**src/ehrc_pkg.sv**
```systemverilog
package ehrc_pkg;
    // ------------------------------------------------------------
    // Timing at 25 MHz
    // ------------------------------------------------------------
    localparam int CLK_HZ = 25000000;
    localparam int AUX_RESET_MS = 30;
    localparam int AUX_RESET_CYC = CLK_HZ / 1000 * AUX_RESET_MS;
    // Software reset must exceed 1.5 ms: 1.5 ms in whole cycles, plus one cycle
    localparam int SOFTWARE_RESET_BIT_US = 1500;
    localparam int SOFTWARE_RESET_BIT_CYC = CLK_HZ / 1000000 * SOFTWARE_RESET_BIT_US + 1;
    localparam int INIT_CYC = 16;
    localparam int CNT_W = 24;

    // ------------------------------------------------------------
    // Register offsets (documentation reference only; no bus)
    // ------------------------------------------------------------
    localparam logic [7:0] BRIDGE_STATUS_OFS = 8'h04;
    localparam logic [7:0] SEC_STATUS_OFS = 8'h1c;
    localparam logic [7:0] LINK_CTL_OFS = 8'hc4;
    localparam logic [7:0] LEGACY_MISC_OFS = 8'h40;
    localparam logic [7:0] LEGACY_RESET_OFS = 8'h47;

    // Sticky error status bits
    typedef struct packed {
        logic signaled_target_abort;   // Secondary 0x1c
        logic sec_received_target_abort; // Secondary 0x1c
        logic crc_error_status;        // Link 0xc4
        logic link_failure_status;     // Link 0xc4
        logic flood_seen;              // Bridge 0x04 flood indication
        logic received_master_abort;   // Bridge 0x04
        logic received_target_abort;   // Bridge 0x04
    } ehrc_status_t;

    localparam int ST_W = 7;
    localparam logic [ST_W-1:0] ST_RESET = 7'h00;

    // Auxiliary reset state
    typedef enum logic [1:0] {
        AUX_HOLD = 2'b00,
        AUX_RUN = 2'b01
    } ehrc_aux_state_t;
endpackage

```
**src/ehrc_top.sv**
```systemverilog
`timescale 1ns/1ns
// Functional notes
// RULE1: Auxiliary logic reset pulse lasts about 30 ms after aux power valid.
// RULE2: Aux-domain configuration bits cleared only by the aux reset pulse.
// RULE3: Main power good resets main logic; derives system, init, link resets.
// RULE4: Software reset bit asserts system and link resets longer than 1.5 ms.
// RULE5: Init from keyboard request, fast-init port write, or host shutdown.
// RULE6: Host target/master abort sets status; NMI when enabled.
// RULE7: Link CRC failure sets failure status; floods link when enabled.
// RULE8: Link CRC error sets CRC status; NMI when enabled.
// RULE9: Incoming sync flood resets system when enabled; no status recorded.
// RULE10: Signaled secondary target abort sets status; NMI when enabled.
// RULE11: Received secondary target abort sets status; NMI when enabled.
// RULE12: Tester drives active-low test input low only for test modes.
// RULE13: Outgoing flood also sets bridge status; reset may follow if enabled.
// RULE14: Status bits stay set until cleared; set wins over clear.
module ehrc_top (
    // Clock and reset
    input wire logic clk_sys,
    input wire logic reset,
    // Power and reset sources
    input wire logic aux_power_valid,
    input wire logic main_power_good,
    input wire logic kbd_ctrl_reset_request_n,
    input wire logic test_mode_n,
    // Software controls, synchronous to clk_sys
    input wire logic software_reset_bit,
    input wire logic fast_init_port,
    input wire logic nmi_on_error_enable,
    input wire logic crc_flood_enable,
    input wire logic reset_on_link_error_enable,
    input wire logic [6:0] status_clear,
    // Error events, one-cycle pulses on clk_sys
    input wire logic host_shutdown,
    input wire logic host_target_abort,
    input wire logic host_master_abort,
    input wire logic link_crc_fail,
    input wire logic link_sync_flood_in,
    input wire logic sec_signaled_target_abort,
    input wire logic sec_received_target_abort,
    // Outputs
    output logic aux_reset,
    output logic system_reset_n,
    output logic cpu_init_n,
    output logic host_link_reset_n,
    output logic nmi,
    output logic sync_flood_out,
    output ehrc_pkg::ehrc_status_t status
);
    logic [2:0] aux_sy_q;
    logic [2:0] pg_sy_q;
    logic [2:0] kbd_sy_q;
    logic aux_ok;
    logic pg_ok;
    logic kbd_req;
    logic kbd_seen_q;
    logic main_rst;
    ehrc_pkg::ehrc_aux_state_t aux_st_q;
    logic [ehrc_pkg::CNT_W-1:0] aux_cnt_q;
    logic [ehrc_pkg::CNT_W-1:0] sw_cnt_q;
    logic [ehrc_pkg::CNT_W-1:0] init_cnt_q;
    logic crc_flood_en_q;
    logic rst_on_le_en_q;
    logic flood_q;
    logic sys_rst_req;
    logic [ehrc_pkg::ST_W-1:0] st_q;
    logic [ehrc_pkg::ST_W-1:0] st_set;
    logic nmi_ev;

    // ------------------------------------------------------------
    // Input synchronisers
    // ------------------------------------------------------------
    // Three stages; a level counts when the last two agree
    always_ff @(posedge clk_sys or posedge reset) begin
        if (reset) begin
            aux_sy_q <= 3'h0;
            pg_sy_q <= 3'h0;
            kbd_sy_q <= 3'h7;
        end else begin
            aux_sy_q <= {aux_sy_q[1:0], aux_power_valid};
            pg_sy_q <= {pg_sy_q[1:0], main_power_good};
            kbd_sy_q <= {kbd_sy_q[1:0], kbd_ctrl_reset_request_n};
        end
    end
    assign aux_ok = aux_sy_q[1] & aux_sy_q[2];
    assign pg_ok = pg_sy_q[1] & pg_sy_q[2];
    assign kbd_req = ~kbd_sy_q[1] & ~kbd_sy_q[2];
    function automatic logic aux_reset_done(input ehrc_pkg::ehrc_aux_state_t s);
        return s == ehrc_pkg::AUX_RUN;
    endfunction

    // Main logic held while power good is low and until the aux pulse ends
    assign main_rst = ~pg_ok | ~aux_reset_done(aux_st_q); // RULE3

    // ------------------------------------------------------------
    // Auxiliary reset pulse
    // ------------------------------------------------------------
    // Restarts whenever aux power drops, so a glitch gives a full pulse
    always_ff @(posedge clk_sys or posedge reset) begin
        if (reset) begin
            aux_st_q <= ehrc_pkg::AUX_HOLD;
            aux_cnt_q <= '0;
        end else if (!aux_ok) begin
            aux_st_q <= ehrc_pkg::AUX_HOLD;
            aux_cnt_q <= '0;
        end else begin
            case (aux_st_q)
                ehrc_pkg::AUX_HOLD: begin
                    if (aux_cnt_q == ehrc_pkg::CNT_W'(ehrc_pkg::AUX_RESET_CYC - 1)) begin
                        aux_st_q <= ehrc_pkg::AUX_RUN; // RULE1
                    end else begin
                        aux_cnt_q <= aux_cnt_q + 1'b1;
                    end
                end
                ehrc_pkg::AUX_RUN: aux_cnt_q <= aux_cnt_q;
                default: aux_st_q <= ehrc_pkg::AUX_HOLD;
            endcase
        end
    end

    // Aux output straight from a flop
    always_ff @(posedge clk_sys or posedge reset) begin
        if (reset) begin
            aux_reset <= 1'b1;
        end else begin
            aux_reset <= ~(aux_ok && aux_reset_done(aux_st_q));
        end
    end

    // ------------------------------------------------------------
    // Aux-domain configuration
    // ------------------------------------------------------------
    // Link-error enables survive main resets; only the aux pulse clears them
    always_ff @(posedge clk_sys or posedge reset) begin
        if (reset) begin
            crc_flood_en_q <= 1'b0;
            rst_on_le_en_q <= 1'b0;
        end else if (aux_reset) begin
            crc_flood_en_q <= 1'b0; // RULE2
            rst_on_le_en_q <= 1'b0; // RULE2
        end else begin
            crc_flood_en_q <= crc_flood_enable;
            rst_on_le_en_q <= reset_on_link_error_enable;
        end
    end

    // ------------------------------------------------------------
    // Sticky status bits
    // ------------------------------------------------------------
    assign st_set = {sec_signaled_target_abort, sec_received_target_abort,
                     link_crc_fail, link_crc_fail, link_crc_fail & crc_flood_en_q,
                     host_master_abort, host_target_abort};
    // Recorded regardless of enables, except flood_seen, which needs the CRC flood enable; set beats a same-cycle clear
    always_ff @(posedge clk_sys or posedge reset) begin
        if (reset) begin
            st_q <= ehrc_pkg::ST_RESET;
        end else if (main_rst) begin
            st_q <= ehrc_pkg::ST_RESET;
        end else begin
            st_q <= (st_q & ~status_clear) | st_set; // RULE14 RULE6 RULE7 RULE8 RULE10 RULE11 RULE13
        end
    end

    // ------------------------------------------------------------
    // Handlers
    // ------------------------------------------------------------
    // NMI pulses for host aborts, CRC error and secondary target aborts
    assign nmi_ev = nmi_on_error_enable & (host_target_abort | host_master_abort
                    | link_crc_fail | sec_signaled_target_abort
                    | sec_received_target_abort);
    always_ff @(posedge clk_sys or posedge reset) begin
        if (reset) begin
            nmi <= 1'b0;
        end else begin
            nmi <= nmi_ev & ~main_rst; // RULE6 RULE8 RULE10 RULE11
        end
    end

    // Flood holds until a system reset; the link is unusable afterwards anyway
    always_ff @(posedge clk_sys or posedge reset) begin
        if (reset) begin
            flood_q <= 1'b0;
        end else if (main_rst || sw_cnt_q != '0) begin
            flood_q <= 1'b0;
        end else if (link_crc_fail && crc_flood_en_q) begin
            flood_q <= 1'b1; // RULE7
        end
    end
    always_ff @(posedge clk_sys or posedge reset) begin
        if (reset) begin
            sync_flood_out <= 1'b0;
        end else begin
            sync_flood_out <= flood_q;
        end
    end

    // ------------------------------------------------------------
    // System and link reset
    // ------------------------------------------------------------
    assign sys_rst_req = software_reset_bit | (link_sync_flood_in & rst_on_le_en_q); // RULE9
    always_ff @(posedge clk_sys or posedge reset) begin
        if (reset) begin
            sw_cnt_q <= '0;
        end else if (sys_rst_req && !main_rst) begin
            sw_cnt_q <= ehrc_pkg::CNT_W'(ehrc_pkg::SOFTWARE_RESET_BIT_CYC); // RULE4
        end else if (sw_cnt_q != '0) begin
            sw_cnt_q <= sw_cnt_q - 1'b1;
        end
    end
    always_ff @(posedge clk_sys or posedge reset) begin
        if (reset) begin
            system_reset_n <= 1'b0;
            host_link_reset_n <= 1'b0;
        end else begin
            system_reset_n <= ~main_rst & (sw_cnt_q == '0) & ~sys_rst_req; // RULE3 RULE4
            host_link_reset_n <= ~main_rst & (sw_cnt_q == '0) & ~sys_rst_req; // RULE3 RULE4
        end
    end

    // ------------------------------------------------------------
    // Processor init
    // ------------------------------------------------------------
    // Keyboard request counts on its falling edge only
    always_ff @(posedge clk_sys or posedge reset) begin
        if (reset) begin
            kbd_seen_q <= 1'b0;
        end else begin
            kbd_seen_q <= kbd_req;
        end
    end
    always_ff @(posedge clk_sys or posedge reset) begin
        if (reset) begin
            init_cnt_q <= '0;
        end else if ((kbd_req & ~kbd_seen_q) | fast_init_port | host_shutdown) begin
            init_cnt_q <= ehrc_pkg::CNT_W'(ehrc_pkg::INIT_CYC); // RULE5
        end else if (init_cnt_q != '0) begin
            init_cnt_q <= init_cnt_q - 1'b1;
        end
    end
    always_ff @(posedge clk_sys or posedge reset) begin
        if (reset) begin
            cpu_init_n <= 1'b0;
        end else begin
            cpu_init_n <= ~main_rst & (init_cnt_q == '0); // RULE3 RULE5
        end
    end

    // Status drives straight from flops
    assign status = st_q;
endmodule

```
**config.mk**
```make
export PLATFORM = sky130hd
export DESIGN_NAME = ehrc_top
export DESIGN_NICKNAME = d
export VERILOG_FILES = /design/src/ehrc_pkg.sv /design/src/ehrc_top.sv
export SDC_FILE = /design/constraint.sdc
export NUM_CORES = 1
export LEC_CHECK = 0
export ABC_AREA = 1
export BUFFER_PORTS_ARGS = -buffer_cell sky130_fd_sc_hd__buf_2
export CAP_MARGIN = 20
export CORE_MARGIN = 1.5
export CORE_UTILIZATION = 40
export CTS_BUF_LIST = sky130_fd_sc_hd__clkbuf_16
export DETAILED_ROUTE_END_ITERATION = 7
export PLACE_DENSITY = 0.56
export SETUP_SLACK_MARGIN = 0.3
export SYNTH_ARGS = -nofsm -noshare
export SYNTH_HDL_FRONTEND = slang
export SYNTH_SLANG_ARGS = --single-unit
```
**constraint.sdc**
```tcl
create_clock -name clk_sys -period 3.75 [get_ports clk_sys]
set_clock_uncertainty 0.15 [all_clocks]
set_input_delay 0.1875 -clock clk_sys [delete_from_list [all_inputs] [get_ports clk_sys]]
set_output_delay 0.1875 -clock clk_sys [all_outputs]
set_load 0.05 [all_outputs]
```
# After elaboration in Yosys (flattened, before gate mapping)
# Index checks and enable logic that the tools add are counted.
# Widths: inputs -> output; s select.
# word_totals
ff_bits	99
# classes
eq_ne	6
add_sub_neg	3
mux	15
bitwise_logic	30
n_reduce_logical	15
# op_table
op	n
$mux 24	7
$logic_not 24->1	2
$reduce_bool 24->1	2
$sub 24x1->24 const B	2
$add 24x1->24 const B	1
$eq 24x20->1 const B	1
$and 1x1->1	11
$not 1->1	8
$or 1x1->1	8
$and 7x7->7	1
$mux 7	1
$not 7->7	1
$or 7x7->7	1
$reduce_bool 2->1	3
$mux 1	4
$mux 2	2
$ne 2x2->1 const B	2
$pmux 2 s2	1
$reduce_and 2->1	2
$logic_and 1x1->1	3
$ne 3x3->1 const B	1
$eq 2x1->1 const B	1
$logic_not 2->1	1
$ne 2x1->1 const B	1
2 further kinds	2

# Longest topological paths before layout
# depth
ltp_word	6
ltp_mapped	11
mapped_depth_nobuf	10

# Worst setup path after synthesis
# OpenSTA, ideal clock, no wires.
# synth_timing
kind	flip-flop to flip-flop
startpoint	register aux_cnt_q[0] in the netlist's numbering
endpoint	register aux_cnt_q[17] in the netlist's numbering
path_buffers	1
stages_incl_launch_ff	10
required_time_ns	3.481
setup_ns	0.119
setup_slack_ns	2.072
arrival_time_ns	1.409
cell_sequence	dfrtp_1 -> ha_1 -> nand3_2 -> nor2_1 -> nand2_1 -> nor2_2 -> nor2_4 -> buf_2 -> nand4_1 -> nand2_1
# synth_between
elab_chain_len	4
# synth_rtl
element	line_no	text
start: declaration	ehrc_top.sv:59	logic [ehrc_pkg::CNT_W-1:0] aux_cnt_q;
start signal: assignment	ehrc_top.sv:112	aux_cnt_q <= aux_cnt_q + 1'b1;
start signal: assignment	ehrc_top.sv:115	ehrc_pkg::AUX_RUN: aux_cnt_q <= aux_cnt_q;
$add 24x1->24	ehrc_top.sv:112	
$mux 24	ehrc_top.sv:109	if (aux_cnt_q == ehrc_pkg::CNT_W'(ehrc_pkg::AUX_RESET_CYC - 1)) begin
$mux 24	ehrc_top.sv:107	case (aux_st_q)
$mux 24	ehrc_top.sv:103	end else if (!aux_ok) begin
# Parallel ways exist; a longest one is shown, timed or not. The select of a mux whose other input is x is not followed.
# A chain may end at the register's enable or synchronous reset.

# Final worst setup path
# layout_timing
startpoint	register aux_sy_q[1]
endpoint	register aux_cnt_q[16] in the netlist's numbering
# layout_between
elab_chain_len	3
# layout_rtl
element	line_no	text
start: declaration	ehrc_top.sv:50	logic [2:0] aux_sy_q;
start signal: assignment	ehrc_top.sv:80	aux_sy_q <= {aux_sy_q[1:0], aux_power_valid};
$and 1x1->1 *	ehrc_top.sv:85	assign aux_ok = aux_sy_q[1] & aux_sy_q[2];
$ne 2x1->1 (no line) / $ne 2x2->1 (equally long branches)	-	
$reduce_and 2->1 (no line)	-	
# Every way passes the cells marked *; elsewhere a longest branch is shown, timed or not.

==> report_table.html <==
<table>
<tr><th>Metric</th><th>Value</th></tr>
<tr><th colspan="2">Critical path</th></tr>
<tr><td>Cell type group with the largest total delay on the critical path</td><td>simple AND/OR/NAND/NOR gates</td></tr>
<tr><td>CP Cell Sequence</td><td>nand2_1 -&gt; buf_4 -&gt; inv_1 -&gt; nand2_1 -&gt; nor2_1 -&gt; nand2_1 -&gt; nor2_2 -&gt; nor2_4 -&gt; inv_6 -&gt; nand2_1 -&gt; o21ai_0</td></tr>
<tr><td>Crit-path slowest cell</td><td>nor2_4</td></tr>
<tr><td>Critical path endpoint category</td><td>flip-flop</td></tr>
<tr><td>Cell repeated most along the worst path</td><td>nand2_1</td></tr>
<tr><td>Startpoint type of the worst setup path</td><td>flip-flop</td></tr>
<tr><td>Number of buffers and inverters on the critical path</td><td>3</td></tr>
<tr><td>Critical path type</td><td>reg -&gt; reg</td></tr>
<tr><td>Data required time of the worst path</td><td>3.83 ns</td></tr>
<tr><td>CP max FO</td><td>26</td></tr>
<tr><td>Data arrival, critical path</td><td>2.43 ns</td></tr>
<tr><td>Maximum cell stage delay along the critical path</td><td>0.50 ns</td></tr>
<tr><th colspan="2">Clocking</th></tr>
<tr><td>Clock network latency to the later pin of the worst-skew pair</td><td>0.36 ns</td></tr>
<tr><td>Clock-pin transition on the worst setup and hold timing paths</td><td>0.07 ns</td></tr>
<tr><td>CTS max path bufs</td><td>2</td></tr>
<tr><td>Number of buffers added to fix hold violations after cts</td><td>23</td></tr>
<tr><td>Number of clock sinks seen by CTS</td><td>98</td></tr>
<tr><td>Number of H-tree branching levels</td><td>3</td></tr>
<tr><td>Cts repair resizes</td><td>0</td></tr>
<tr><td>Cell at the root of the clock tree</td><td>clkbuf_16</td></tr>
<tr><td>Setup Buffers After CTS</td><td>0</td></tr>
<tr><td>Num CTS Buffers</td><td>9</td></tr>
<tr><td>CTS tree</td><td>done</td></tr>
<tr><th colspan="2">Die</th></tr>
<tr><td>Standard-cell row count</td><td>42</td></tr>
<tr><td>I/O pin cnt</td><td>38</td></tr>
<tr><td>Floorplan die width</td><td>approximately 120 um</td></tr>
<tr><td>Die H</td><td>~120 um</td></tr>
<tr><td>Initial Util</td><td>between 40 and 50%</td></tr>
<tr><td>Area of the die</td><td>between 10000 and 15000 sq um</td></tr>
<tr><td>Core box area</td><td>13300 sq um</td></tr>
<tr><th colspan="2">Synth</th></tr>
<tr><td>Post-synth EDFFs</td><td>0</td></tr>
<tr><td>Dominant cell type by area after synthesis</td><td>dfrtp_1</td></tr>
<tr><td>Synthesized netlist cell count</td><td>754</td></tr>
<tr><td>Most repeated cell in the gate-level netlist after synthesis</td><td>nand2_1</td></tr>
<tr><td>Warning count from the yosys run</td><td>0</td></tr>
<tr><td>Net count of the mapped netlist</td><td>around 780</td></tr>
<tr><td>Average size of a mapped cell</td><td>around 7.3 sq um</td></tr>
<tr><td>Mapped Area</td><td>5480 sq um</td></tr>
<tr><td>Count of cell types in the netlist</td><td>38</td></tr>
<tr><td>Main flop type after synthesis</td><td>dfrtp_1</td></tr>
<tr><td>Top-area cell type share of the netlist area</td><td>42.9%</td></tr>
<tr><td>Most instantiated cells after synthesis</td><td>219 x nand2_1, 154 x nor2_1, 94 x dfrtp_1</td></tr>
<tr><td>Post-synthesis async set-or-reset flop share</td><td>100%</td></tr>
<tr><td>Register bit count reported by yosys</td><td>between 90 and 100</td></tr>
<tr><td>Sequential share of the synthesized area</td><td>44.8%</td></tr>
<tr><td>Largest cells by area after synthesis</td><td>dfrtp_1 43%, nand2_1 15%, nor2_1 11%</td></tr>
<tr><th colspan="2">Final layout</th></tr>
<tr><td># diodes</td><td>0</td></tr>
<tr><td>End-of-flow core utilization</td><td>around 48%</td></tr>
<tr><td>Layout Nets</td><td>approximately 850</td></tr>
<tr><td>Post-route cell area</td><td>roughly 6300 sq um</td></tr>
<tr><td>Final Instance Count excl. Fillers</td><td>996</td></tr>
<tr><td>Layout cell share with drive strength beyond 1</td><td>under 10%</td></tr>
<tr><td>Growth of design area from synthesis to finish</td><td>15.5%</td></tr>
<tr><th colspan="2">Routing</th></tr>
<tr><td>Residual antenna-violating net count after detailed routing</td><td>0</td></tr>
<tr><td>Mean number of vias per cell</td><td>4.95</td></tr>
<tr><td>Mean routed wirelength per cell</td><td>13.1 um</td></tr>
<tr><td>Number of DRC violations after detailed routing</td><td>0</td></tr>
<tr><td>Starting DRC count in detailed routing</td><td>between 300 and 400</td></tr>
<tr><td>Total wirelength of the detailed-routed design</td><td>13.1 mm</td></tr>
<tr><td>Total via count after detailed routing</td><td>4934</td></tr>
<tr><td>Router iterations before antenna repair</td><td>4</td></tr>
<tr><th colspan="2">Placed design</th></tr>
<tr><td># port buffers</td><td>36</td></tr>
<tr><td>Cell area reported after detailed placement</td><td>~6000 sq um</td></tr>
<tr><td>Post-Place Cells</td><td>957</td></tr>
<tr><td>Weighted congestion at the end of routability-driven global placement</td><td>roughly 0.9</td></tr>
<tr><td>DPL Wire Length</td><td>~9 mm</td></tr>
<tr><th colspan="2">Global routing</th></tr>
<tr><td>Antenna violations before repair</td><td>0</td></tr>
<tr><td>First-pass GRT wire length</td><td>22.4 mm</td></tr>
<tr><td>Largest net degree at the start of global routing</td><td>between 70 and 80</td></tr>
<tr><td>GR Overflow Total</td><td>0</td></tr>
<tr><td>Number of global-route vias before repair</td><td>between 4k and 5k</td></tr>
<tr><td>Total GRT Usage</td><td>about a fifth</td></tr>
<tr><th colspan="2">STA</th></tr>
<tr><td>Slew Limit Headroom</td><td>between 30% and 40%</td></tr>
<tr><td>Setup repair after global routing missed its margin</td><td>no</td></tr>
<tr><td>Slew at the pin closest to its max-slew limit</td><td>0.936 ns</td></tr>
<tr><td>Setup Viol. Count Final</td><td>0</td></tr>
<tr><td>Post-layout minimum cycle time</td><td>about 2.3 ns</td></tr>
<tr><td>Final-layout setup total negative slack</td><td>0 ns</td></tr>
<tr><td>Final number of max-transition violations</td><td>0</td></tr>
<tr><td>Number of hold-slack violations in the final timing report</td><td>0</td></tr>
<tr><td>Maximum clock rate</td><td>between 0.4 and 0.5 GHz</td></tr>
<tr><td>Crit share post-route</td><td>62.5%</td></tr>
<tr><th colspan="2">Job</th></tr>
<tr><td>Number of max-cap violations</td><td>0</td></tr>
<tr><th colspan="2">Pwr</th></tr>
<tr><td>Power density cells</td><td>approximately 340 nW/um^2</td></tr>
<tr><td>P_leak</td><td>around 3.1 nW</td></tr>
<tr><td>VDD IR-drop max</td><td>0.000191 V</td></tr>
<tr><td>Power consumption</td><td>about 2.2 mW</td></tr>
<tr><th colspan="2">Hold path</th></tr>
<tr><td>Worst min-delay path class</td><td>in -&gt; reg</td></tr>
<tr><th colspan="2">Run status</th></tr>
<tr><td>Outcome</td><td>completed</td></tr>
</table>
metrics by stage:
stage	hold WS, ns	setup slack, ns
3_5_place_dp	0.144	1.40
2_1_floorplan	0.0420	0.857
3_3_place_gp	0.145	1.43
5_1_grt	0.190	1.13
6_report	0.155	1.41
4_1_cts	0.152	1.40
report_power, final:
group,internal [mW],switching [mW]
logic,0.0649,0.120
clock network,0.457,0.428
registers,1.07,0.0122
kinds of logic (layout without fill, tap and decap cells):
group | Yosys count | after routing | synth area share, %
compound gates | 33 | 33 | 3.58
fa+ha+maj | 5 | 5 | 1.14
flops | 98 | 98 | 44.8
simple gates | 505 | 505 | 39.7
buf+inv | 87 | 153 | 6.66
xor+xnor | 26 | 26 | 4.15
worst paths after layout:
kind,cells after the start,slack [ns],startpoint,endpoint
worst max-delay path,11,1.41,aux_sy_q[1],aux_cnt_q[16]
worst max register to register,11,1.41,aux_sy_q[1],aux_cnt_q[16]
worst min-delay path,4,0.15,host_shutdown,init_cnt_q[14]
min in group asynchronous,3,0.43,reset,status[2]
worst min register to register,0,0.20,pg_sy_q[0],pg_sy_q[1]
max in group asynchronous,4,2.09,reset,kbd_sy_q[0]
worst reg2reg max path, delay by kind of cell (launching register included):
family	cells	cell delay, ns
and+or+nand+nor	7	0.97
buffers and inverters	3	0.67
DFF	1	0.38
AOI/OAI and AO/OA	1	0.07
state kept, by name, summed over array words and instances, names as in the netlist, 3 cells and up:
signal / cells
status: 7
aux_cnt_q: 24
init_cnt_q: 24
pg_sy_q: 3
sw_cnt_q: 24
kbd_sy_q: 3
aux_sy_q: 3
placed cells by master, fill, tap and decap left out, drive strengths merged:
| cell | synthesis | final |
|---|---|---|
| clkbuf | 2 | 9 |
| dfstp | 4 | 4 |
| o21bai | 8 | 8 |
| clkinvlp | 0 | 1 |
| and2 | 1 | 1 |
| a21o | 1 | 1 |
| clkinv | 2 | 3 |
| ha | 5 | 5 |
| nand2 | 221 | 221 |
| nand4 | 27 | 27 |
| o22ai | 1 | 1 |
| or2 | 7 | 7 |
| nor3 | 21 | 21 |
| a21oi | 12 | 12 |
| o211ai | 3 | 3 |
| dlygate4sd3 | 0 | 23 |
| dfrtp | 94 | 94 |
| xor2 | 24 | 24 |
| inv | 74 | 79 |
| nor2 | 159 | 159 |
| xnor2 | 2 | 2 |
| nand3b | 2 | 2 |
| nand3 | 66 | 66 |
| buf | 9 | 38 |
| o21ai | 8 | 8 |
| nor4 | 1 | 1 |
routing by layer:
layer / vias to the layer above / global-route usage (%) / share of wire (%) / wire length (um)
met4: 0 / 8.33 / 2.2 / 283
met3: 24 / 3.66 / 3.3 / 430
met2: 71 / 30.9 / 45 / 5940
li1: 2510 / - / - / -
met1: 2329 / 26.3 / 49 / 6410
met5: - / 0 / 0 / 0
area by class of cell:
class                   instances  area (sq um)
clock buffers                   9           225
clock inverters                 7          52.6
fillers                      1366          6960
inverters                      76           293
multi-input cells             569          2660
flip-flops and latches         98          2460
well taps                     176           220
repair buffers                 61           425
Power figures use the tool's default switching activity.
